[src/core/orfc_defines.svh]
// Purpose: Offsets, field positions, reset values and counts of the output pin and FIFO threshold registers
// Assumes: Included by bare name from every design file that needs it
// Notes: Definitions only
`ifndef ORFC_DEFINES_SVH
`define ORFC_DEFINES_SVH

`define ORFC_ADDR_PIN_ONE 6'h01
`define ORFC_ADDR_PIN_ZERO 6'h02
`define ORFC_ADDR_FIFO_THR 6'h03
`define ORFC_ADDR_TEST_TWO 6'h2c
`define ORFC_ADDR_TEST_ONE 6'h2d

`define ORFC_RST_PIN_ONE 8'h2e
`define ORFC_RST_PIN_ZERO 8'h3f
`define ORFC_RST_FIFO_THR 8'h07
`define ORFC_RST_TEST_ONE 8'h00
`define ORFC_RST_TEST_TWO 8'h00

`define ORFC_BIT_DRIVE 7
`define ORFC_BIT_INVERT 6
`define ORFC_BIT_RETENTION 6
`define ORFC_ATTEN_HI 5
`define ORFC_ATTEN_LO 4
`define ORFC_SEL_HI 5
`define ORFC_THR_HI 3

`define ORFC_SEL_THREE_STATE 6'h2e
`define ORFC_SEL_XOSC_DIV 6'h3f
`define ORFC_XOSC_DIVIDE 192

`define ORFC_WAKE_T1_RET0 8'h31
`define ORFC_WAKE_T2_RET0 8'h88
`define ORFC_WAKE_T1_RET1 8'h35
`define ORFC_WAKE_T2_RET1 8'h81

`endif

[src/core/orfc_pkg.sv]
// Purpose: Types shared by the configuration register files
// Assumes: Nothing beyond the defines header
// Notes: Power state is one-hot
package orfc_pkg;
    typedef enum logic [1:0] {
        ORFC_ACTIVE = 2'b01,
        ORFC_ASLEEP = 2'b10
    } orfc_power_t;
    typedef logic [7:0] orfc_byte_t;
endpackage

[src/core/orfc_regs.sv]
// Purpose: Output pin and receive FIFO threshold configuration registers with their pin logic
// Assumes: Register port is the internal side of the serial configuration interface
// Notes: Read data appear one cycle after the read strobe
`timescale 1ns/1ps
`include "orfc_defines.svh"
module orfc_regs #(
    parameter int DIVIDE = `ORFC_XOSC_DIVIDE,
    parameter int FIFO_W = 7
) (
    input wire logic sys_clk_i,
    input wire logic rst_i,
    input wire logic [5:0] reg_addr_i,
    input wire logic reg_wr_i,
    input wire logic [7:0] reg_wdata_i,
    input wire logic reg_rd_i,
    output logic [7:0] reg_rdata_o,
    output logic reg_rvalid_o,
    input wire logic [63:0] sig_src_i,
    input wire logic [FIFO_W-1:0] rx_fill_i,
    input wire logic sleep_req_i,
    input wire logic wake_i,
    output logic pin_one_o,
    output logic pin_one_oe_o,
    output logic pin_zero_o,
    output logic pin_zero_oe_o,
    output logic output_drive_strength_sel_o,
    output logic [1:0] close_in_atten_o,
    output logic threshold_met_o,
    output logic [7:0] test_setting_one_o,
    output logic [7:0] test_setting_two_o,
    output logic asleep_o
);
    localparam int HALF = DIVIDE / 2;
    localparam int CW = $clog2(HALF);

    // Below 4 the half-period counter would have no bits at all
    if (DIVIDE < 4 || (DIVIDE % 2) != 0) begin : g_bad_divide
        $error("DIVIDE must be even and at least 4");
    end
    if (FIFO_W < 7) begin : g_bad_fifo_w
        $error("FIFO_W must hold a count of 64");
    end

    orfc_pkg::orfc_byte_t pin_one_q, pin_one_d;
    orfc_pkg::orfc_byte_t pin_zero_q, pin_zero_d;
    orfc_pkg::orfc_byte_t thr_q, thr_d;
    logic [7:0] rdata_q, rdata_d;
    logic rvalid_q, rvalid_d;
    logic [CW-1:0] div_cnt_q, div_cnt_d;
    logic div_clk_q, div_clk_d;
    logic p1_q, p1_d, p1_oe_q, p1_oe_d;
    logic p0_q, p0_d, p0_oe_q, p0_oe_d;
    logic met_q, met_d;
    logic [FIFO_W-1:0] level;
    logic [4:0] code_plus;
    logic [5:0] sel_one, sel_zero;
    logic inv_one, inv_zero;
    logic src_one, src_zero;
    logic wake_load;
    logic [7:0] int_test_one, int_test_two;

    assign sel_one = pin_one_q[`ORFC_SEL_HI:0];
    assign sel_zero = pin_zero_q[`ORFC_SEL_HI:0];
    assign inv_one = pin_one_q[`ORFC_BIT_INVERT];
    assign inv_zero = pin_zero_q[`ORFC_BIT_INVERT];

    // Register writes and reads
    always_comb begin
        pin_one_d = pin_one_q;
        pin_zero_d = pin_zero_q;
        thr_d = thr_q;
        rvalid_d = reg_rd_i;
        rdata_d = rdata_q;
        if (reg_wr_i) begin
            if (reg_addr_i == `ORFC_ADDR_PIN_ONE) begin
                pin_one_d = reg_wdata_i;
            end else if (reg_addr_i == `ORFC_ADDR_PIN_ZERO) begin
                pin_zero_d = reg_wdata_i;
            end else if (reg_addr_i == `ORFC_ADDR_FIFO_THR) begin
                thr_d = reg_wdata_i;
            end
        end
        if (reg_rd_i) begin
            if (reg_addr_i == `ORFC_ADDR_PIN_ONE) begin
                rdata_d = pin_one_q;
            end else if (reg_addr_i == `ORFC_ADDR_PIN_ZERO) begin
                rdata_d = pin_zero_q;
            end else if (reg_addr_i == `ORFC_ADDR_FIFO_THR) begin
                rdata_d = thr_q;
            end else if (reg_addr_i == `ORFC_ADDR_TEST_ONE) begin
                // Wake values stay internal; software sees only reset values
                rdata_d = `ORFC_RST_TEST_ONE;
            end else if (reg_addr_i == `ORFC_ADDR_TEST_TWO) begin
                rdata_d = `ORFC_RST_TEST_TWO;
            end else begin
                rdata_d = 8'h00;
            end
        end
    end

    always_ff @(posedge sys_clk_i or posedge rst_i) begin
        if (rst_i) begin
            pin_one_q <= `ORFC_RST_PIN_ONE;
            pin_zero_q <= `ORFC_RST_PIN_ZERO;
            thr_q <= `ORFC_RST_FIFO_THR;
            rdata_q <= 8'h00;
            rvalid_q <= 1'b0;
        end else begin
            pin_one_q <= pin_one_d;
            pin_zero_q <= pin_zero_d;
            thr_q <= thr_d;
            rdata_q <= rdata_d;
            rvalid_q <= rvalid_d;
        end
    end

    // Stand-in for the crystal clock divider; the block clock is the crystal clock
    always_comb begin
        div_cnt_d = div_cnt_q + 1'b1;
        div_clk_d = div_clk_q;
        if (div_cnt_q == CW'(HALF - 1)) begin
            div_cnt_d = '0;
            div_clk_d = ~div_clk_q;
        end
    end

    always_ff @(posedge sys_clk_i or posedge rst_i) begin
        if (rst_i) begin
            div_cnt_q <= '0;
            div_clk_q <= 1'b0;
        end else begin
            div_cnt_q <= div_cnt_d;
            div_clk_q <= div_clk_d;
        end
    end

    // Pin source selection, one cycle of latency on every source
    always_comb begin
        src_one = sig_src_i[sel_one];
        src_zero = sig_src_i[sel_zero];
        if (sel_one == `ORFC_SEL_XOSC_DIV) begin
            src_one = div_clk_q;
        end
        if (sel_zero == `ORFC_SEL_XOSC_DIV) begin
            src_zero = div_clk_q;
        end
        p1_d = src_one ^ inv_one;
        p0_d = src_zero ^ inv_zero;
        p1_oe_d = sel_one != `ORFC_SEL_THREE_STATE;
        p0_oe_d = sel_zero != `ORFC_SEL_THREE_STATE;
        // A released pin drives nothing, so its level is parked low
        if (!p1_oe_d) begin
            p1_d = 1'b0;
        end
        if (!p0_oe_d) begin
            p0_d = 1'b0;
        end
    end

    // Threshold level is four bytes per code step
    assign code_plus = {1'b0, thr_q[`ORFC_THR_HI:0]} + 5'h01;
    assign level = FIFO_W'({code_plus, 2'b00});

    always_comb begin
        met_d = rx_fill_i >= level;
    end

    always_ff @(posedge sys_clk_i or posedge rst_i) begin
        if (rst_i) begin
            p1_q <= 1'b0;
            p1_oe_q <= 1'b0;
            p0_q <= 1'b0;
            p0_oe_q <= 1'b0;
            met_q <= 1'b0;
        end else begin
            p1_q <= p1_d;
            p1_oe_q <= p1_oe_d;
            p0_q <= p0_d;
            p0_oe_q <= p0_oe_d;
            met_q <= met_d;
        end
    end

    orfc_wake_test u_wake (
        .sys_clk_i(sys_clk_i),
        .rst_i(rst_i),
        .sleep_req_i(sleep_req_i),
        .wake_i(wake_i),
        .retention_i(thr_q[`ORFC_BIT_RETENTION]),
        .asleep_o(asleep_o),
        .wake_load_o(wake_load),
        .test_one_o(int_test_one),
        .test_two_o(int_test_two)
    );

    assign reg_rdata_o = rdata_q;
    assign reg_rvalid_o = rvalid_q;
    assign pin_one_o = p1_q;
    assign pin_one_oe_o = p1_oe_q;
    assign pin_zero_o = p0_q;
    assign pin_zero_oe_o = p0_oe_q;
    // One drive strength bit serves every output pin
    assign output_drive_strength_sel_o = pin_one_q[`ORFC_BIT_DRIVE];
    // Code maps to 0, 6, 12 or 18 dB in the analogue front end
    assign close_in_atten_o = thr_q[`ORFC_ATTEN_HI:`ORFC_ATTEN_LO];
    assign threshold_met_o = met_q;
    assign test_setting_one_o = int_test_one;
    assign test_setting_two_o = int_test_two;
endmodule

[src/core/orfc_wake_test.sv]
// Purpose: Tracks sleep and loads the internal test settings on wake
// Assumes: sleep_req_i and wake_i are single-cycle synchronous pulses
// Notes: Values live only inside the analogue side, never in the readable registers
`timescale 1ns/1ps
`include "orfc_defines.svh"
module orfc_wake_test (
    input wire logic sys_clk_i,
    input wire logic rst_i,
    input wire logic sleep_req_i,
    input wire logic wake_i,
    input wire logic retention_i,
    output logic asleep_o,
    output logic wake_load_o,
    output logic [7:0] test_one_o,
    output logic [7:0] test_two_o
);
    orfc_pkg::orfc_power_t state_q, state_d;
    logic load_q, load_d;
    logic asleep_q, asleep_d;
    logic [7:0] t1_q, t1_d, t2_q, t2_d;

    always_comb begin
        state_d = state_q;
        load_d = 1'b0;
        t1_d = t1_q;
        t2_d = t2_q;
        case (state_q)
            orfc_pkg::ORFC_ACTIVE: begin
                if (sleep_req_i) begin
                    state_d = orfc_pkg::ORFC_ASLEEP;
                end
            end
            orfc_pkg::ORFC_ASLEEP: begin
                if (wake_i) begin
                    state_d = orfc_pkg::ORFC_ACTIVE;
                    load_d = 1'b1;
                    // Retention setting is sampled as it stands at wake
                    if (retention_i) begin
                        t1_d = `ORFC_WAKE_T1_RET1;
                        t2_d = `ORFC_WAKE_T2_RET1;
                    end else begin
                        t1_d = `ORFC_WAKE_T1_RET0;
                        t2_d = `ORFC_WAKE_T2_RET0;
                    end
                end
            end
            default: begin
                state_d = orfc_pkg::ORFC_ACTIVE;
            end
        endcase
        // Power state leaves on its own flop so the pin needs no decode
        asleep_d = state_d == orfc_pkg::ORFC_ASLEEP;
    end

    always_ff @(posedge sys_clk_i or posedge rst_i) begin
        if (rst_i) begin
            state_q <= orfc_pkg::ORFC_ACTIVE;
            load_q <= 1'b0;
            asleep_q <= 1'b0;
            t1_q <= `ORFC_RST_TEST_ONE;
            t2_q <= `ORFC_RST_TEST_TWO;
        end else begin
            state_q <= state_d;
            load_q <= load_d;
            asleep_q <= asleep_d;
            t1_q <= t1_d;
            t2_q <= t2_d;
        end
    end

    assign asleep_o = asleep_q;
    assign wake_load_o = load_q;
    assign test_one_o = t1_q;
    assign test_two_o = t2_q;
endmodule

[config.mk]
export PLATFORM = sky130hd
export DESIGN_NAME = orfc_regs
export DESIGN_NICKNAME = d
export VERILOG_FILES = /design/src/core/orfc_pkg.sv /design/src/core/orfc_regs.sv /design/src/core/orfc_wake_test.sv
export VERILOG_INCLUDE_DIRS = /design/src /design/src/core
export SDC_FILE = /design/constraint.sdc
export NUM_CORES = 1
export LEC_CHECK = 0
export BUFFER_PORTS_ARGS = -buffer_cell sky130_fd_sc_hd__buf_4
export CAP_MARGIN = 5
export CORE_MARGIN = 4
export CORE_UTILIZATION = 55
export CTS_CLUSTER_DIAMETER = 100
export DETAILED_ROUTE_END_ITERATION = 10
export GPL_TIMING_DRIVEN = 0
export PLACE_DENSITY_LB_ADDON = 0.12
export SLEW_MARGIN = 20
export SYNTH_ARGS = -nofsm -noshare
export SYNTH_HDL_FRONTEND = slang
export SYNTH_HIERARCHICAL = 1
export SYNTH_SLANG_ARGS = --single-unit
[constraint.sdc]
create_clock -name sys_clk_i -period 5.75 [get_ports sys_clk_i]
set_clock_uncertainty 0.15 [all_clocks]
set_input_delay 0.8625 -clock sys_clk_i [delete_from_list [all_inputs] [get_ports sys_clk_i]]
set_output_delay 0.8625 -clock sys_clk_i [all_outputs]
set_load 0.005 [all_outputs]
==> results of run 1 <==
## routing by layer
layer  vias up  global-route usage (%)  share of wire [%]
met1      1482                   30.54                 39
met4         0                   2.977               0.75
met2       125                   38.43                 52
met3        10                   4.015                7.9
met5         -                       0                  0
li1       1394                       -                  -
## critical path: stages (launching register included)
cell and delay, ps:
dfstp_2 560, buf_2 260, buf_4 250, mux4_2 320
nor3_1 160, a211oi_1 70, a211oi_1 380, o21ai_1 130
a21oi_1 170
## final cells by class
class | count | area, µm²
multi-input cells | 212 | 2051
fillers | 462 | 1667
flip-flops and latches | 52 | 1319
repair buffers | 115 | 875.8
plain buffers | 32 | 236.5
well taps | 77 | 96.34
inverters | 19 | 85.08
clock buffers | 6 | 82.58
clock inverters | 2 | 10.01
## cell usage in the layout, fill, tap and decap left out, types with 3 or more instances in the layout
cell,count
a21o_1,4
nand3b_1,4
buf_4,132
a22o_1,7
dfstp_2,14
clkbuf_1,5
a21oi_1,3
a211oi_1,5
nor2_1,6
o21ai_0,12
buf_2,3
buf_6,6
o211ai_1,9
ha_1,9
mux2i_1,16
nand2_1,9
clkbuf_8,6
nand3_1,7
nor3_1,3
xor2_1,4
dfrtp_1,38
o21ai_1,3
nand2b_1,14
mux4_2,26
mux2_2,26
nor2b_1,5
inv_1,17
conb_1,9
## registers in the layout (all words and copies together), names as in the netlist, 2 cells and up
name and flops:
pin_one_q 8, thr_q 8, u_wake/test_one_o 2, div_cnt_q 7
reg_rdata_o 8, u_wake/state_q 2, pin_zero_q 8
## power by group
group / switching, mW / total, mW / internal, mW
combinational: 0.185 / 0.464 / 0.279
sequential: 0.0450 / 0.474 / 0.429
clock: 0.116 / 0.212 / 0.0963
## per-stage QoR
stage,hold slack [ps],std cells,setup slack [ps],power [mW],instance area [µm²]
2_1_floorplan,281.9,315,3390,0.7645,3691
3_3_place_gp,295.6,506,2962,0.9267,4643
3_5_place_dp,314.6,507,2941,0.9477,4663
4_1_cts,327.3,515,3247,1.156,4756
5_1_grt,345.5,515,3108,1.219,4756
6_report,317.3,515,3233,1.151,4756
## final timing paths
check / endpoint / slack (ps) / cells past startpoint
max: pin_one_o / 3230 / 8
min: div_cnt_q[0] / 320 / 1
max reg2reg: pin_one_o / 3230 / 8
min reg2reg: div_cnt_q[0] / 320 / 1
max in group asynchronous: pin_zero_q[1] / 4560 / 3
min in group asynchronous: u_wake/asleep_o / 330 / 2
==> metrics.md, run 1 <==
| Metric | Value |
|---|---|
| Unrepaired setup endpoints after global routing | false |
| Die footprint | about 8000 µm² |
| Post-synthesis instance total | 307 |
| Mapped Avg Cell Area | roughly 12 µm² |
| Crit-path max FO | 10 |
| Clock tree from TritonCTS | yes |
| Antenna diode count | 0 |
| Site Rows | 29 |
| Number of DRC markers in iteration 0 | ~140 |
| Wire length of the first global-routing pass | roughly 14000 µm |
| Vias in the first global route | approximately 2900 |
| Number of vias per cell after detailed routing | 5.847 |
| Fraction of final layout cells with drive strength greater than 1 | 51.14% |
| Number of nets at the end of the flow | around 540 |
| Final Routed Wirelength | 9031 µm |
| Number of sinks on the clock net | 52 |
| Critical path class | reg -> reg |
| Die boundary height | roughly 90 µm |
| Post-CTS Setup Repair Bufs | 0 |
| Count of boundary I/O pins | between 100 and 150 |
| Number of violations of the max-capacitance limit | 0 |
| Min-Delay Path Class | reg -> reg |
| Critical Path Source Type | flop |
| Run status | finished, final reports clean |
| Startpoint of the most critical setup path | pin_one_q[1] |
| Root cell of the clock tree | clkbuf_8 |
| Source-to-sink clock delay at the later pin of the worst-skew pair | ~300 ps |
| Layout overhead on the synthesized area | 29.90% |
| Final antenna-violating net count | 0 |
| FMAX | around 400 MHz |
| Share of the clock period used by the worst path | a little over two fifths |
| Worst slew margin relative to its limit | 65.44% |
| Number of slew-limit violations in the final report | 0 |
| Total of cells resized after clock tree synthesis | 0 |
| Final count of hold timing violations | 0 |
| Number of optimization iterations in the first detailed-route pass | 4 |
| Launch instance of the worst register-to-register path | pin_one_q[1] |
| Sum of negative setup slack | 0 ps |
| Number of endpoints failing setup at the final stage | 0 |
| Clock buffer depth | 2 |
| Data arrival time at the worst-slack endpoint | ~2600 ps |
| Req. time, crit path | approximately 5800 ps |
| Final worst path period need | around 2500 ps |
| Summed instance area of the synthesized netlist | 3661 µm² |
| Number of antenna violations at the first check in global routing | 0 |
| Drt wl/cell | 17.54 µm |
| Hold-fix buffers at CTS | 0 |
| Die width | roughly 90 µm |
| Detailed-route DRC error count | 0 |
| GP Congestion | roughly 0.86 |
| Pin count of the biggest net entering global routing | 35 |
| H-tree levels | 2 |
| Power density over the cells | 242.0 nW/µm² |
| Number of clock buffers inserted by TritonCTS | 5 |
| Aggregate global routing overflow | 0 |
| Clock transition at the registers of the reported paths | 90 ps |
| Worst vdd rail ir drop | between 0.00015 and 0.0002 V |
| Fin util | 74.05% |
| Global Route Usage Sum | 22.37% |
| Worst Max-Slew Pin Slew | approximately 510 ps |
| Launch instance of the worst min-delay path | div_cnt_q[0] |
| Static power due to leakage | 2.168 nW |
| Initial core utilization | 57.00% |
| Quantity of I/O buffers inserted on ports | between 100 and 150 |
| YS warnings | 6 |
| Estimated wirelength of the detail-placed design | around 7300 µm |
| Critical Path Sink Type | flop |
| Core Box Area | 6422 µm² |
| Overall via count from detail_route | 3011 |
(Power assumes the default switching activity.)
==> run 2, diff against run 1 <==
--- a/config.mk
+++ b/config.mk
@@ -9,7 +9,7 @@
 export BUFFER_PORTS_ARGS = -buffer_cell sky130_fd_sc_hd__buf_4
 export CAP_MARGIN = 5
 export CORE_MARGIN = 4
-export CORE_UTILIZATION = 55
+export CORE_UTILIZATION = 51
 export CTS_CLUSTER_DIAMETER = 100
 export DETAILED_ROUTE_END_ITERATION = 10
 export GPL_TIMING_DRIVEN = 0
==> constraint.sdc (replaced) <==
create_clock -name sys_clk_i -period 2.5 [get_ports sys_clk_i]
set_clock_uncertainty 0.15 [all_clocks]
set_input_delay 0.375 -clock sys_clk_i [delete_from_list [all_inputs] [get_ports sys_clk_i]]
set_output_delay 0.375 -clock sys_clk_i [all_outputs]
set_load 0.005 [all_outputs]
==> run 2 against run 1 <==
Clock power up 120%. Final cell count increased by 3.9%. Count of clock-buffer cells in the layout decreased by 1. Die area grew 7.1%. Register-to-register slack got worse by 3100 ps. Flip-flop and latch count did not move. Maximum frequency increased by 4.2%. Wire length fell by 0.29%. Sequential share of layout area is 0.20 points lower. Global-route usage fell by 1.2 points. Highest routed layer unchanged.
==> metrics.md, run 2 (synthesized netlist as in run 1, its figures left out) <==
| Metric | Value |
|---|---|
| Run status | finished, final reports clean |
| Pin count of the biggest net entering global routing | 34 |
| Worst Max-Slew Pin Slew | roughly 510 ps |
| Antenna diode count | 0 |
| Met2 routing resource usage after global routing | between 30 and 40% |
| Final Routed Wirelength | 9005 µm |
| Clock transition at the registers of the reported paths | roughly 90 ps |
| Fraction of final layout cells with drive strength greater than 1 | between 50 and 60% |
| Min-Delay Path Class | in -> reg |
| FMAX | 413.9 MHz |
| Most utilized layer in the global route result | met2 |
| Root cell of the clock tree | clkbuf_8 |
| Die boundary height | 92.73 µm |
| Met3 track demand over resource in global routing | roughly 3.7% |
| Number of endpoints failing setup at the final stage | 0 |
| Number of sinks on the clock net | between 50 and 60 |
| Post-CTS Setup Repair Bufs | 0 |
| Worst vdd rail ir drop | 0.0002704 V |
| Data arrival time at the worst-slack endpoint | 2460 ps |
| Share of the clock period used by the worst path | between 90% and 100% |
| Aggregate global routing overflow | 0 |
| Layout filler cell count | between 500 and 600 |
| Critical path class | reg -> reg |
| Number of slew-limit violations in the final report | 0 |
| Global routing met1 resource utilization | between 20% and 30% |
| H-tree levels | 2 |
| Crit-path max FO | 10 |
| Unrepaired setup endpoints after global routing | false |
| Estimated wirelength of the detail-placed design | 7237 µm |
| Final antenna-violating net count | 0 |
| Core Box Area | 6869 µm² |
| Number of vias per cell after detailed routing | about 5.5 |
| Number of violations of the max-capacitance limit | 0 |
| Power density over the cells | ~550 nW/µm² |
| Die footprint | between 8000 and 9000 µm² |
| Layout overhead on the synthesized area | 30.83% |
| Req. time, crit path | 2540 ps |
| Overall via count from detail_route | between 2000 and 3000 |
| Sum of negative setup slack | 0 ps |
| GP Congestion | 0.8352 |
| Drt wl/cell | around 17 µm |
| Number of optimization iterations in the first detailed-route pass | 4 |
| Clock buffer depth | 2 |
| Highest-count cells in the layout ignoring fill and taps | buf_4, dfrtp_1, mux2_2, mux4_2, inv_1 |
| Non-filler cells, final | roughly 540 |
| Number of nets at the end of the flow | 538 |
| Number of clock buffers inserted by TritonCTS | 5 |
| Number of DRC markers in iteration 0 | between 90 and 100 |
| Count of boundary I/O pins | between 100 and 150 |
| Final worst path period need | about 2400 ps |
| Quantity of I/O buffers inserted on ports | approximately 110 |
| Number of antenna violations at the first check in global routing | 0 |
| Wire length of the first global-routing pass | 14350 µm |
| Detailed-route DRC error count | 0 |
| Critical Path Sink Type | flop |
| Global Route Usage Sum | about a fifth |
| Final count of hold timing violations | 0 |
| Source-to-sink clock delay at the later pin of the worst-skew pair | around 300 ps |
| Site Rows | 30 |
| Initial core utilization | 53.30% |
| Commonest non-fill, non-tap cell in the layout | buf_4 |
| Worst slew margin relative to its limit | about two thirds |
| Worst reg2reg setup slack | around 84 ps |
| Vias in the first global route | 2997 |
| Clock tree from TritonCTS | yes |
| Static power due to leakage | ~2.2 nW |
| Cell count after placement | between 500 and 600 |
| Die width | ~93 µm |
| Critical Path Source Type | flop |
[run 2: layer usage]
layer  share of wire, %  up-vias
li1                   -     1393
met4                1.2        0
met2                 52       94
met5                  0        -
met3                6.6       13
met1                 40     1418
[run 2: through the flow]
step	cell area, µm²	setup slack (ps)	total power [mW]	utilization [%]	hold WS (ps)
after global placement	4667	84.65	2.139	67.94	163.4
final	4790	84.03	2.616	69.73	86.85
after global routing	4790	7.786	2.774	69.73	88.67
after detailed placement	4687	45.55	2.179	68.23	171.3
after floorplan	3691	387.4	1.758	-	15.23
after CTS	4780	29.72	2.639	69.58	75.04
[run 2: power breakdown]
group | switching [mW] | internal, mW | total, mW
logic | 0.423 | 0.644 | 1.07
clock network | 0.268 | 0.191 | 0.458
registers | 0.104 | 0.987 | 1.09
[run 2: layout make-up]
class | count | area, µm² | area share [%]
clock inverter | 3 | 13.76 | 0.2874
sequential | 52 | 1319 | 27.53
tap | 96 | 120.1 | 2.508
multi-input combinational | 212 | 2061 | 43.03
timing repair buffer | 116 | 885.9 | 18.50
clock buffer | 5 | 68.82 | 1.437
inverter | 19 | 85.08 | 1.776
buffer | 32 | 236.5 | 4.937
[run 2: path summary, 6_finish.rpt]
| kind | start | endpoint | depth (start not counted) |
|---|---|---|---|
| worst max-delay path | pin_zero_q[0] | pin_zero_o | 7 |
| worst min-delay path | reg_rd_i | reg_rvalid_o | 1 |
| max in group asynchronous | rst_i | pin_one_q[1] | 4 |
| worst min register to register | div_cnt_q[0] | div_cnt_q[0] | 1 |
| min in group asynchronous | rst_i | u_wake/asleep_o | 3 |
| worst max register to register | pin_zero_q[0] | pin_zero_o | 7 |
[run 2: timing repair]
action	CTS	global route
endpoints found under the setup margin	0	2
hold endpoints to repair	18	0
gates resized for setup	0	2
hold buffers	1	0
[run 2: critical path, stage by stage (launching register included)]
cell and delay, ps:
dfstp_2 590, buf_6 200, mux4_2 540, mux2i_1 180, mux2i_1 130, a211oi_2 310
or4_1 160, nand2_1 60
